## src/logic/suc_pkg.sv

```systemverilog
// Constants shared by the serial port control block and its shift engine.
// Assumes one 40 MHz system clock and a single control register on the SFR port.
package suc_pkg;
  // Register location and layout.
  localparam logic [7:0] SUC_CTL_ADDR = 8'h98;
  localparam logic [4:0] SUC_CTL_BITBASE = 5'h13;
  localparam logic [7:0] SUC_CTL_RESET = 8'h40;
  localparam int BIT_MODE = 7;
  localparam int BIT_RSVD = 6;
  localparam int BIT_MCE = 5;
  localparam int BIT_REN = 4;
  localparam int BIT_TB8 = 3;
  localparam int BIT_RB8 = 2;
  localparam int BIT_TI = 1;
  localparam int BIT_RI = 0;
  // Line timing.
  localparam int CLK_HZ = 40000000;
  localparam int BAUD_BPS = 115200;
  localparam int OVERSAMPLE = 16;
  localparam int TICK_DIV = CLK_HZ / (BAUD_BPS * OVERSAMPLE);
  localparam logic [7:0] TICK_LAST = 8'(TICK_DIV - 1);
  localparam logic [3:0] PHASE_LAST = 4'(OVERSAMPLE - 1);
  localparam logic [3:0] PHASE_MID = 4'(OVERSAMPLE / 2 - 1);
  localparam logic [3:0] RX_BITS8 = 4'h8;
  localparam logic [3:0] RX_BITS9 = 4'h9;
  localparam logic [2:0] TX_LASTBIT = 3'h7;

  typedef enum {RX_IDLE, RX_START, RX_BITS, RX_STOP} suc_rx_state_t;
  typedef enum {TX_IDLE, TX_START, TX_DATA, TX_NINTH, TX_STOP} suc_tx_state_t;
endpackage

```

## src/logic/suc_link_if.sv

```systemverilog
// Signals between the control register logic and the serial shift engine.
// Both ends run on clk_sys.
interface suc_link_if;
  logic nineBit;
  logic rxEnable;
  logic txGo;
  logic [7:0] txByte;
  logic txNinth;
  logic txBusy;
  logic tiEvent;
  logic txLine;
  logic rxDone;
  logic [7:0] rxByte;
  logic rxNinth;

  modport ctl (
    output nineBit, rxEnable, txGo, txByte, txNinth,
    input txBusy, tiEvent, txLine, rxDone, rxByte, rxNinth
  );
  modport eng (
    input nineBit, rxEnable, txGo, txByte, txNinth,
    output txBusy, tiEvent, txLine, rxDone, rxByte, rxNinth
  );
endinterface

```

## src/logic/suc_serial_control.sv

```systemverilog
// Serial port control register, flags and interrupt request, with its shift engine.
// Assumes the processor reaches the register on a byte/bit SFR port on clk_sys,
// and that the data byte to send arrives with txStart from a buffer outside.
module suc_serial_control
  import suc_pkg::*;
(
  // Clock and reset
  input wire logic clk_sys,
  input wire logic resetn,
  // SFR byte access
  input wire logic [7:0] sfrAddr,
  input wire logic sfrWrite,
  input wire logic sfrRead,
  input wire logic [7:0] sfrWrData,
  output logic [7:0] sfrRdData,
  // SFR bit access
  input wire logic [7:0] sfrBitAddr,
  input wire logic sfrBitWrite,
  input wire logic sfrBitVal,
  // Transmit data
  input wire logic txStart,
  input wire logic [7:0] txData,
  output logic txBusy,
  // Receive data
  output logic [7:0] rxData,
  output logic rxStrobe,
  // Interrupt
  input wire logic intEnable,
  output logic irq,
  // Serial pins
  input wire logic rxdPin,
  output logic txdPin
);
  suc_link_if lnk ();

  suc_shifter u_shifter (
    .clk_sys(clk_sys),
    .resetn(resetn),
    .rxdPin(rxdPin),
    .lnk(lnk)
  );

  logic mode_r, mode_nxt, mce_r, mce_nxt, ren_r, ren_nxt, tb8_r, tb8_nxt;
  logic rb8_r, rb8_nxt, ti_r, ti_nxt, ri_r, ri_nxt;
  logic [7:0] rdData_r, rdData_nxt, rxData_r, rxData_nxt;
  logic rxStb_r, rxStb_nxt, irq_r, irq_nxt, busy_r, busy_nxt;
  logic [7:0] ctlNow, ctlWr;

  // Applies a byte write or a single-bit write to the control value.
  function automatic logic [7:0] apply_write(input logic [7:0] cur, input logic byteWr,
                                             input logic [7:0] data, input logic bitWr,
                                             input logic [7:0] bitAddr, input logic bitVal);
    logic [7:0] res;
    res = cur;
    if (byteWr) begin
      res = data;
    end
    if (bitWr && bitAddr[7:3] == SUC_CTL_BITBASE) begin
      res[bitAddr[2:0]] = bitVal;
    end
    return res;
  endfunction

  always_comb begin
    ctlNow = {mode_r, 1'b1, mce_r, ren_r, tb8_r, rb8_r, ti_r, ri_r};
    ctlWr = apply_write(ctlNow, sfrWrite && sfrAddr == SUC_CTL_ADDR, sfrWrData,
                        sfrBitWrite, sfrBitAddr, sfrBitVal);
    // Bit 6 is held constant, so a careless write cannot disturb it.
    mode_nxt = ctlWr[BIT_MODE];
    mce_nxt = ctlWr[BIT_MCE];
    ren_nxt = ctlWr[BIT_REN];
    tb8_nxt = ctlWr[BIT_TB8];
    rb8_nxt = ctlWr[BIT_RB8];
    ti_nxt = ctlWr[BIT_TI];
    ri_nxt = ctlWr[BIT_RI];
    rxData_nxt = rxData_r;
    rxStb_nxt = 1'b0;
    // Hardware events are applied after software writes, so a set wins over a clear.
    if (lnk.tiEvent) begin
      ti_nxt = 1'b1;
    end
    if (lnk.rxDone) begin
      rb8_nxt = lnk.rxNinth;
      if (!mce_r || lnk.rxNinth) begin
        ri_nxt = 1'b1;
        rxData_nxt = lnk.rxByte;
        rxStb_nxt = 1'b1;
      end
    end
    irq_nxt = intEnable && (ti_nxt || ri_nxt);
    busy_nxt = lnk.txBusy || lnk.txGo;
    rdData_nxt = 8'h00;
    if (sfrRead && sfrAddr == SUC_CTL_ADDR) begin
      rdData_nxt = ctlNow;
    end
  end

  // A start request while a frame is in flight is dropped.
  assign lnk.txGo = txStart && !lnk.txBusy;
  assign lnk.txByte = txData;
  assign lnk.txNinth = tb8_r;
  assign lnk.nineBit = mode_r;
  assign lnk.rxEnable = ren_r;

  always_ff @(posedge clk_sys) begin
    if (!resetn) begin
      mode_r <= SUC_CTL_RESET[BIT_MODE];
      mce_r <= SUC_CTL_RESET[BIT_MCE];
      ren_r <= SUC_CTL_RESET[BIT_REN];
      tb8_r <= SUC_CTL_RESET[BIT_TB8];
      rb8_r <= SUC_CTL_RESET[BIT_RB8];
      ti_r <= SUC_CTL_RESET[BIT_TI];
      ri_r <= SUC_CTL_RESET[BIT_RI];
      rdData_r <= 8'h00;
      rxData_r <= 8'h00;
      rxStb_r <= 1'b0;
      irq_r <= 1'b0;
      busy_r <= 1'b0;
    end else begin
      mode_r <= mode_nxt;
      mce_r <= mce_nxt;
      ren_r <= ren_nxt;
      tb8_r <= tb8_nxt;
      rb8_r <= rb8_nxt;
      ti_r <= ti_nxt;
      ri_r <= ri_nxt;
      rdData_r <= rdData_nxt;
      rxData_r <= rxData_nxt;
      rxStb_r <= rxStb_nxt;
      irq_r <= irq_nxt;
      busy_r <= busy_nxt;
    end
  end

  assign sfrRdData = rdData_r;
  assign rxData = rxData_r;
  assign rxStrobe = rxStb_r;
  assign irq = irq_r;
  assign txBusy = busy_r;
  assign txdPin = lnk.txLine;
endmodule

```

## src/logic/suc_shifter.sv

```systemverilog
// Serial shift engine: start bit, data LSB first, optional ninth bit, stop bit.
// Assumes rxdPin is asynchronous; everything else is on clk_sys.
module suc_shifter
  import suc_pkg::*;
(
  // Clock and reset
  input wire logic clk_sys,
  input wire logic resetn,
  // Serial input pin
  input wire logic rxdPin,
  // Control side
  suc_link_if.eng lnk
);
  logic [7:0] divCnt_r, divCnt_nxt;
  logic tick;
  logic rxS1_r, rxS2_r;
  suc_rx_state_t rxSt_r, rxSt_nxt;
  logic [3:0] rxPh_r, rxPh_nxt, rxCnt_r, rxCnt_nxt;
  logic [8:0] rxSh_r, rxSh_nxt;
  logic rxDone_r, rxDone_nxt, rxNinth_r, rxNinth_nxt;
  logic [7:0] rxByte_r, rxByte_nxt;
  suc_tx_state_t txSt_r, txSt_nxt;
  logic [3:0] txPh_r, txPh_nxt;
  logic [2:0] txCnt_r, txCnt_nxt;
  logic [7:0] txSh_r, txSh_nxt;
  logic txN_r, txN_nxt, txLine_r, txLine_nxt, tiEv_r, tiEv_nxt;

  // Oversampling tick divider.
  always_comb begin
    divCnt_nxt = (divCnt_r == TICK_LAST) ? 8'h00 : divCnt_r + 8'h01;
    tick = (divCnt_r == TICK_LAST);
  end

  // Receiver.
  always_comb begin
    rxSt_nxt = rxSt_r;
    rxPh_nxt = rxPh_r;
    rxCnt_nxt = rxCnt_r;
    rxSh_nxt = rxSh_r;
    rxDone_nxt = 1'b0;
    rxByte_nxt = rxByte_r;
    rxNinth_nxt = rxNinth_r;
    if (tick) begin
      rxPh_nxt = rxPh_r + 4'h1;
      case (rxSt_r)
        RX_IDLE: begin
          rxPh_nxt = 4'h0;
          if (lnk.rxEnable && !rxS2_r) begin
            rxSt_nxt = RX_START;
          end
        end
        RX_START: begin
          if (rxPh_r == PHASE_MID) begin
            rxPh_nxt = 4'h0;
            rxCnt_nxt = 4'h0;
            rxSt_nxt = rxS2_r ? RX_IDLE : RX_BITS;
          end
        end
        RX_BITS: begin
          if (rxPh_r == PHASE_LAST) begin
            rxSh_nxt[rxCnt_r] = rxS2_r;
            rxCnt_nxt = rxCnt_r + 4'h1;
            if (rxCnt_nxt == (lnk.nineBit ? RX_BITS9 : RX_BITS8)) begin
              rxSt_nxt = RX_STOP;
            end
          end
        end
        RX_STOP: begin
          if (rxPh_r == PHASE_LAST) begin
            rxSt_nxt = RX_IDLE;
            rxDone_nxt = 1'b1;
            rxByte_nxt = rxSh_r[7:0];
            rxNinth_nxt = lnk.nineBit ? rxSh_r[8] : rxS2_r;
          end
        end
        default: rxSt_nxt = RX_IDLE;
      endcase
    end
  end

  // Transmitter.
  always_comb begin
    txSt_nxt = txSt_r;
    txPh_nxt = txPh_r;
    txCnt_nxt = txCnt_r;
    txSh_nxt = txSh_r;
    txN_nxt = txN_r;
    txLine_nxt = txLine_r;
    tiEv_nxt = 1'b0;
    case (txSt_r)
      TX_IDLE: begin
        txLine_nxt = 1'b1;
        if (lnk.txGo) begin
          txSt_nxt = TX_START;
          txSh_nxt = lnk.txByte;
          txN_nxt = lnk.txNinth;
          txPh_nxt = 4'h0;
          txLine_nxt = 1'b0;
        end
      end
      default: begin
        if (tick) begin
          txPh_nxt = txPh_r + 4'h1;
          if (txPh_r == PHASE_LAST) begin
            case (txSt_r)
              TX_START: begin
                txSt_nxt = TX_DATA;
                txCnt_nxt = 3'h0;
                txLine_nxt = txSh_r[0];
              end
              TX_DATA: begin
                txSh_nxt = {1'b0, txSh_r[7:1]};
                txCnt_nxt = txCnt_r + 3'h1;
                if (txCnt_r != TX_LASTBIT) begin
                  txLine_nxt = txSh_r[1];
                end else if (lnk.nineBit) begin
                  txSt_nxt = TX_NINTH;
                  txLine_nxt = txN_r;
                end else begin
                  txSt_nxt = TX_STOP;
                  txLine_nxt = 1'b1;
                  tiEv_nxt = 1'b1;
                end
              end
              TX_NINTH: begin
                txSt_nxt = TX_STOP;
                txLine_nxt = 1'b1;
                tiEv_nxt = 1'b1;
              end
              default: begin
                txSt_nxt = TX_IDLE;
                txLine_nxt = 1'b1;
              end
            endcase
          end
        end
      end
    endcase
  end

  always_ff @(posedge clk_sys) begin
    if (!resetn) begin
      divCnt_r <= 8'h00;
      rxS1_r <= 1'b1;
      rxS2_r <= 1'b1;
      rxSt_r <= RX_IDLE;
      rxPh_r <= 4'h0;
      rxCnt_r <= 4'h0;
      rxSh_r <= 9'h000;
      rxDone_r <= 1'b0;
      rxByte_r <= 8'h00;
      rxNinth_r <= 1'b0;
      txSt_r <= TX_IDLE;
      txPh_r <= 4'h0;
      txCnt_r <= 3'h0;
      txSh_r <= 8'h00;
      txN_r <= 1'b0;
      txLine_r <= 1'b1;
      tiEv_r <= 1'b0;
    end else begin
      divCnt_r <= divCnt_nxt;
      rxS1_r <= rxdPin;
      rxS2_r <= rxS1_r;
      rxSt_r <= rxSt_nxt;
      rxPh_r <= rxPh_nxt;
      rxCnt_r <= rxCnt_nxt;
      rxSh_r <= rxSh_nxt;
      rxDone_r <= rxDone_nxt;
      rxByte_r <= rxByte_nxt;
      rxNinth_r <= rxNinth_nxt;
      txSt_r <= txSt_nxt;
      txPh_r <= txPh_nxt;
      txCnt_r <= txCnt_nxt;
      txSh_r <= txSh_nxt;
      txN_r <= txN_nxt;
      txLine_r <= txLine_nxt;
      tiEv_r <= tiEv_nxt;
    end
  end

  assign lnk.txBusy = (txSt_r != TX_IDLE);
  assign lnk.tiEvent = tiEv_r;
  assign lnk.txLine = txLine_r;
  assign lnk.rxDone = rxDone_r;
  assign lnk.rxByte = rxByte_r;
  assign lnk.rxNinth = rxNinth_r;
endmodule

```

## config.mk

```make
export PLATFORM = sky130hd
export DESIGN_NAME = suc_serial_control
export DESIGN_NICKNAME = d
export VERILOG_FILES = /design/src/logic/suc_pkg.sv /design/src/logic/suc_link_if.sv /design/src/logic/suc_serial_control.sv /design/src/logic/suc_shifter.sv
export SDC_FILE = /design/constraint.sdc
export NUM_CORES = 1
export LEC_CHECK = 0
export ABC_AREA = 1
export BUFFER_PORTS_ARGS = -buffer_cell sky130_fd_sc_hd__buf_2
export CORE_ASPECT_RATIO = 0.6
export CORE_MARGIN = 1.5
export CORE_UTILIZATION = 27
export CTS_CLUSTER_DIAMETER = 100
export DETAILED_ROUTE_END_ITERATION = 7
export PLACE_DENSITY = 0.52
export SYNTH_ARGS = -nofsm -noshare
export SYNTH_HDL_FRONTEND = slang
export SYNTH_SLANG_ARGS = --single-unit
```

## constraint.sdc

```tcl
create_clock -name clk_sys -period 2.27 [get_ports clk_sys]
set_input_delay 0.454 -clock clk_sys [delete_from_list [all_inputs] [get_ports clk_sys]]
set_output_delay 0.454 -clock clk_sys [all_outputs]
set_load 0.01 [all_outputs]
```

---- Word level (Yosys, flattened, before mapping) ----
Cells that the tools add are included.
operators by class
  add/subtract/negate cells ............... 5
  multipliers ............................. 0
  divide/modulo/power cells ............... 0
  order comparisons ....................... 4
  equality and inequality tests ........... 21
  shift-type cells ........................ 0
  muxes and demuxes ....................... 55
  bitwise gates (word level) .............. 4
  reduce and logical (&&, ||, !) cells .... 38
operator list
  cell                 number
  $mux 32              10
  $eq 32x2->1 const B  4
  $pmux 32 s4          1
  $pmux 32 s3          1
  $eq 32x1->1 const B  2
  $logic_not 32->1     2
  $mux 8               7
  $reduce_bool 32->1   1
  $mux 4               6
  $mux 1               18
  $pmux 4 s2           2
  $reduce_and 4->1     4
  $add 4x1->4 const B  3
  $reduce_and 2->1     6
  $ne 2x1->1 const B   5
  $reduce_bool 2->1    5
  $bwmux 9             1
  $reduce_and 3->1     3
  $add 8x1->8 const B  1
  $bwmux 8             1
  $eq 4x4->1 const B   2
  $eq 8x5->1 const B   1
  $eq 8x8->1 const B   1
  $logic_and 1x1->1    8
  23 further kinds     32
word-level totals
  bits in registers ....................... 145
  latch bits .............................. 0
  bits in writable memories ............... 0
  ROM bits ................................ 0
  output and inout bits ................... 20
  logic and storage cells ................. 157
  memories ................................ 0

---- Depth between registers and ports, before layout ----
  depth in word-level cells ............... 10
  depth in mapped cells ................... 12
  depth with buffers taken out ............ 12

---- Cells and area by module ----
Synthesis repeated with hierarchy kept, for this count alone.
second synthesis, totals
  cell total of the unflattened synthesis .. 587
  area total of the unflattened synthesis .. 4220.3 um2
modules (own cells, without submodules)
  module              instances  cells each  area each (um2)
  suc_shifter         1          430         3121.7
  suc_serial_control  1          157         1098.6

---- Worst setup path after synthesis ----
Ideal clock, no wire load.
  path type ............................... flip-flop to flip-flop
  start ................................... register u_shifter.divCnt_r[0]
  end ..................................... register u_shifter.txSh_r[7]
  arrival time ............................ 1.464 ns
  data required time ...................... 2.155 ns
  setup slack ............................. 0.691 ns
  stages on the path, launching flop included .. 12
  period minus slack after synthesis ...... 1.579 ns
  cell sequence ........................... dfxtp_1 > inv_1 > ha_1 > inv_1 > nor3_2 > nand2_2 > nor2_2 > nand2_1 > nand2_4 > inv_2 > a21oi_1 > nor2_1
between the ends
  word-level cells in the longest chain between the ends .. 3
RTL lines
  element                      line                text
  from (decl)                  suc_shifter.sv:14   logic [7:0] divCnt_r, divCnt_nxt;
  from (signal assigned)       suc_shifter.sv:161  divCnt_r <= divCnt_nxt;
  $eq 8x5->1                   suc_shifter.sv:31   tick = (divCnt_r == TICK_LAST);
  $reduce_bool 2->1 (no line)  n/a
  $reduce_and 4->1 (no line)   n/a
  to (signal assigned)         suc_shifter.sv:174  txSh_r <= txSh_nxt;
  to (decl)                    suc_shifter.sv:25   logic [7:0] txSh_r, txSh_nxt;
Every way passes these cells.
A chain may end at the register's enable or synchronous reset.

---- Worst setup path after layout ----
Same ends and word-level chain as after synthesis.

==> run metrics <==
Port Buffer Count=59; CP startpoint=u_shifter.divCnt_r[0]; data arrival time of the critical path=2050 ps; Post-DP HPWL=6769 um; nature of the critical path startpoint=flop; type of the worst setup path=reg2reg; clock buffer depth=2; proportion of netlist area held by the largest area contributor=43.00%; r2r startpoint=u_shifter.divCnt_r[0]; number of diodes=0; DRC marker count from the first detailed-route iteration=171; global route total overflow=0; post-synth cell types=36; largest net degree at the start of global routing=23; number of setup buffers added after CTS=0; Post-Synthesis Net Count=602; layout overhead on the synthesized area=19.97%; VDD IR max=0.3526 mV; Hold Crit Class=in2reg; setup repair after global routing missed its margin=no; Fin Clk Skew=5.214 ps; global-route total usage across every layer=12.28%; wire length after detailed routing=9131 um; DRC viols=0; max-slew violation total from the final report=0; floorplan core area=14,510 sq um; global placer's final weighted congestion=0.8095; I/O Pins=61; effective utilization at floorplan=27.60%; final setup slack of the worst path=454.0 ps; mean area per synthesized cell=7.320 sq um; part of the cycle the worst path needs=80.00%; Initial DRT Pass Iterations=4; count of yosys warnings during synthesis=0; Clock Sinks=86; total vias in the final route=3,568; Min Hold Slack=310.7 ps; cell types with the largest area share after synthesis=sky130_fd_sc_hd__dfxtp_1 (43%), sky130_fd_sc_hd__nand2_1 (8.6%), sky130_fd_sc_hd__nor2_1 (8.3%), sky130_fd_sc_hd__inv_1 (5.4%), sky130_fd_sc_hd__ha_1 (4.4%); area taken by multi-input logic gates=1948 sq um; # H-tree levels=3; first-pass GRT wire length=15,620 um; via count of the first global-routing pass=3,327; number of setup violations in the final report=0; top library cells by usage in the layout, fill and taps aside=sky130_fd_sc_hd__nand2_1 (92), sky130_fd_sc_hd__nor2_1 (88), sky130_fd_sc_hd__dfxtp_1 (86), sky130_fd_sc_hd__buf_2 (59), sky130_fd_sc_hd__inv_1 (58); setup TNS after final layout=0 ps; CTS buffer count=9; crit path time final=1816 ps; Pleak=2.052 nW; Routed wire per std cell=11.26 um; share of the yosys chip area belonging to registers=43.00%; hold_buf cts=0; via density per instance=4.400; result of the run=finished, final reports clean; initial antenna violation count=0; sort of element at the end of the critical path=flop; # Max-Cap Violations=0; clock tree from TritonCTS=yes; post-cts gate resize count=0; clock transition at the registers of the reported paths=60 ps; die boundary width=160.2 um; Max-slew headroom=58.52%; # fillers=1,546; synthesized instance count=547; Worst-Margin Slew=617.5 ps; post-detailed-route count of antenna-violating nets=0; total die area=15,590 sq um; FF-to-FF End=u_shifter.txSh_r[7]; sequential cell area=1722 sq um; Site Rows=34; y dimension of the die=97.33 um; total standard cell area after synthesis=4004 sq um; count of state elements after synthesis=86; final hold viol count=0; most common cell after layout, fill and taps aside=sky130_fd_sc_hd__nand2_1; root buffer cell=sky130_fd_sc_hd__clkbuf_16; termination of the worst setup path=u_shifter.txSh_r[7]; share of post-route cells with drive strength above 1=18.76%; insertion delay of the later-clocked pin in the worst-skew pair=340 ps; largest fanout on the critical path=9; setup slack of the worst register-to-register path=450 ps; Nets=663; cell accounting for the most synthesized area=sky130_fd_sc_hd__dfxtp_1; power per cell area=792.1 nW/um^2; worst slack at placement=451.8 ps; Max Fclk=550.7 MHz; Required @ worst endpoint=2500 ps; Worst R2R Path Depth=11
[worst min path at each step]
stage	start	end	slack [ps]	cells after the start
floorplan	u_shifter.rxS1_r	u_shifter.rxS2_r	390	1
finish	rxdPin	u_shifter.rxS1_r	310	2
detailed placement	u_shifter.rxS1_r	u_shifter.rxS2_r	400	1
global route	rxdPin	u_shifter.rxS1_r	310	2
global placement	u_shifter.rxS1_r	u_shifter.rxS2_r	400	1
CTS	rxdPin	u_shifter.rxS1_r	310	2
[per-stage QoR]
step / power [mW] / util, % / instance area, sq um / cells
after CTS: 3.856 / 33.11 / 4803 / 811
final: 3.805 / 33.11 / 4803 / 811
after floorplan: 2.229 / - / 4004 / 547
after global placement: 2.430 / 31.15 / 4518 / 795
after detailed placement: 2.445 / 31.15 / 4518 / 795
after global routing: 4.028 / 33.11 / 4803 / 811
[where the power goes]
group          internal [mW]  switching (mW)
clock network          0.774           0.621
registers               1.60          0.0702
logic                  0.248           0.489
[cell type report]
cell class / instances / share of cell area (%)
clock buffer: 10 / 4.975
timing repair buffer: 63 / 6.773
clock inverter: 6 / 0.9638
sequential: 86 / 35.84
multi-input combinational: 375 / 40.56
tap: 198 / 5.158
inverter: 73 / 5.731
[logic make-up (layout without fill, tap and decap cells)]
logic type,after synthesis,count (layout),share of synthesized area [%]
fa+ha+maj,14,14,4.375
xor+xnor,6,6,1.313
flops,86,86,43.00
simple gates,260,260,29.09
compound gates,95,95,13.88
buf+inv,86,152,8.344
[routing by layer]
metal	up-vias	share of wire [%]	GRT usage [%]	routed length, um
met2	67	40	17.73	3640
met3	6	4.8	3.542	435
li1	1904	-	-	-
met5	-	0	0	0
met1	1591	55	17.87	4994
met4	0	0.67	2.732	61
[synth_stat cells]
cell and count:
sky130_fd_sc_hd__nor3_2 4, sky130_fd_sc_hd__nand3b_1 1, sky130_fd_sc_hd__buf_6 1, sky130_fd_sc_hd__nand4_1 5, sky130_fd_sc_hd__o22ai_1 1, sky130_fd_sc_hd__buf_2 2
sky130_fd_sc_hd__o211ai_1 1, sky130_fd_sc_hd__clkbuf_1 8, sky130_fd_sc_hd__nand3_1 34, sky130_fd_sc_hd__nor2_2 1, sky130_fd_sc_hd__inv_2 13, sky130_fd_sc_hd__buf_1 2
sky130_fd_sc_hd__nand2_1 92, sky130_fd_sc_hd__a211oi_1 5, sky130_fd_sc_hd__dfxtp_1 86, sky130_fd_sc_hd__o21ai_1 17, sky130_fd_sc_hd__inv_1 58, sky130_fd_sc_hd__nor2_1 88
sky130_fd_sc_hd__ha_1 14, sky130_fd_sc_hd__xnor2_1 3, sky130_fd_sc_hd__nor3_1 17, sky130_fd_sc_hd__a211oi_2 8, sky130_fd_sc_hd__nand3b_4 1, sky130_fd_sc_hd__clkinv_2 1
sky130_fd_sc_hd__nand2_2 2, sky130_fd_sc_hd__xor2_1 3, sky130_fd_sc_hd__and3_1 1, sky130_fd_sc_hd__or2_2 4, sky130_fd_sc_hd__clkinv_1 1, sky130_fd_sc_hd__nor3b_1 4
sky130_fd_sc_hd__a21oi_1 34, sky130_fd_sc_hd__nor4_1 4, sky130_fd_sc_hd__nor3b_4 1, sky130_fd_sc_hd__a31oi_1 3, sky130_fd_sc_hd__o21ai_0 26, sky130_fd_sc_hd__nand2_4 1
[critical path: stages (launching register included)]
cell	delay, ps
sky130_fd_sc_hd__dfxtp_1	340
sky130_fd_sc_hd__inv_1	70
sky130_fd_sc_hd__ha_1	170
sky130_fd_sc_hd__inv_1	70
sky130_fd_sc_hd__nor3_2	180
sky130_fd_sc_hd__nand2_2	190
sky130_fd_sc_hd__nor2_2	160
sky130_fd_sc_hd__nand2_1	120
sky130_fd_sc_hd__nand2_4	140
sky130_fd_sc_hd__inv_2	100
sky130_fd_sc_hd__a21oi_1	130
sky130_fd_sc_hd__nor2_1	50
[flip-flops by register name (all words and copies together) (netlist names), 3 cells and up]
signal	cells
u_shifter.lnk.rxByte	8
u_shifter.txSt_r	3
u_shifter.txPh_r	4
u_shifter.rxPh_r	4
sfrRdData	8
u_shifter.rxSh_r	9
u_shifter.rxCnt_r	4
u_shifter.txSh_r	8
rxData	8
u_shifter.txCnt_r	3
u_shifter.divCnt_r	8
No activity file was read; power rests on OpenSTA's default activity.
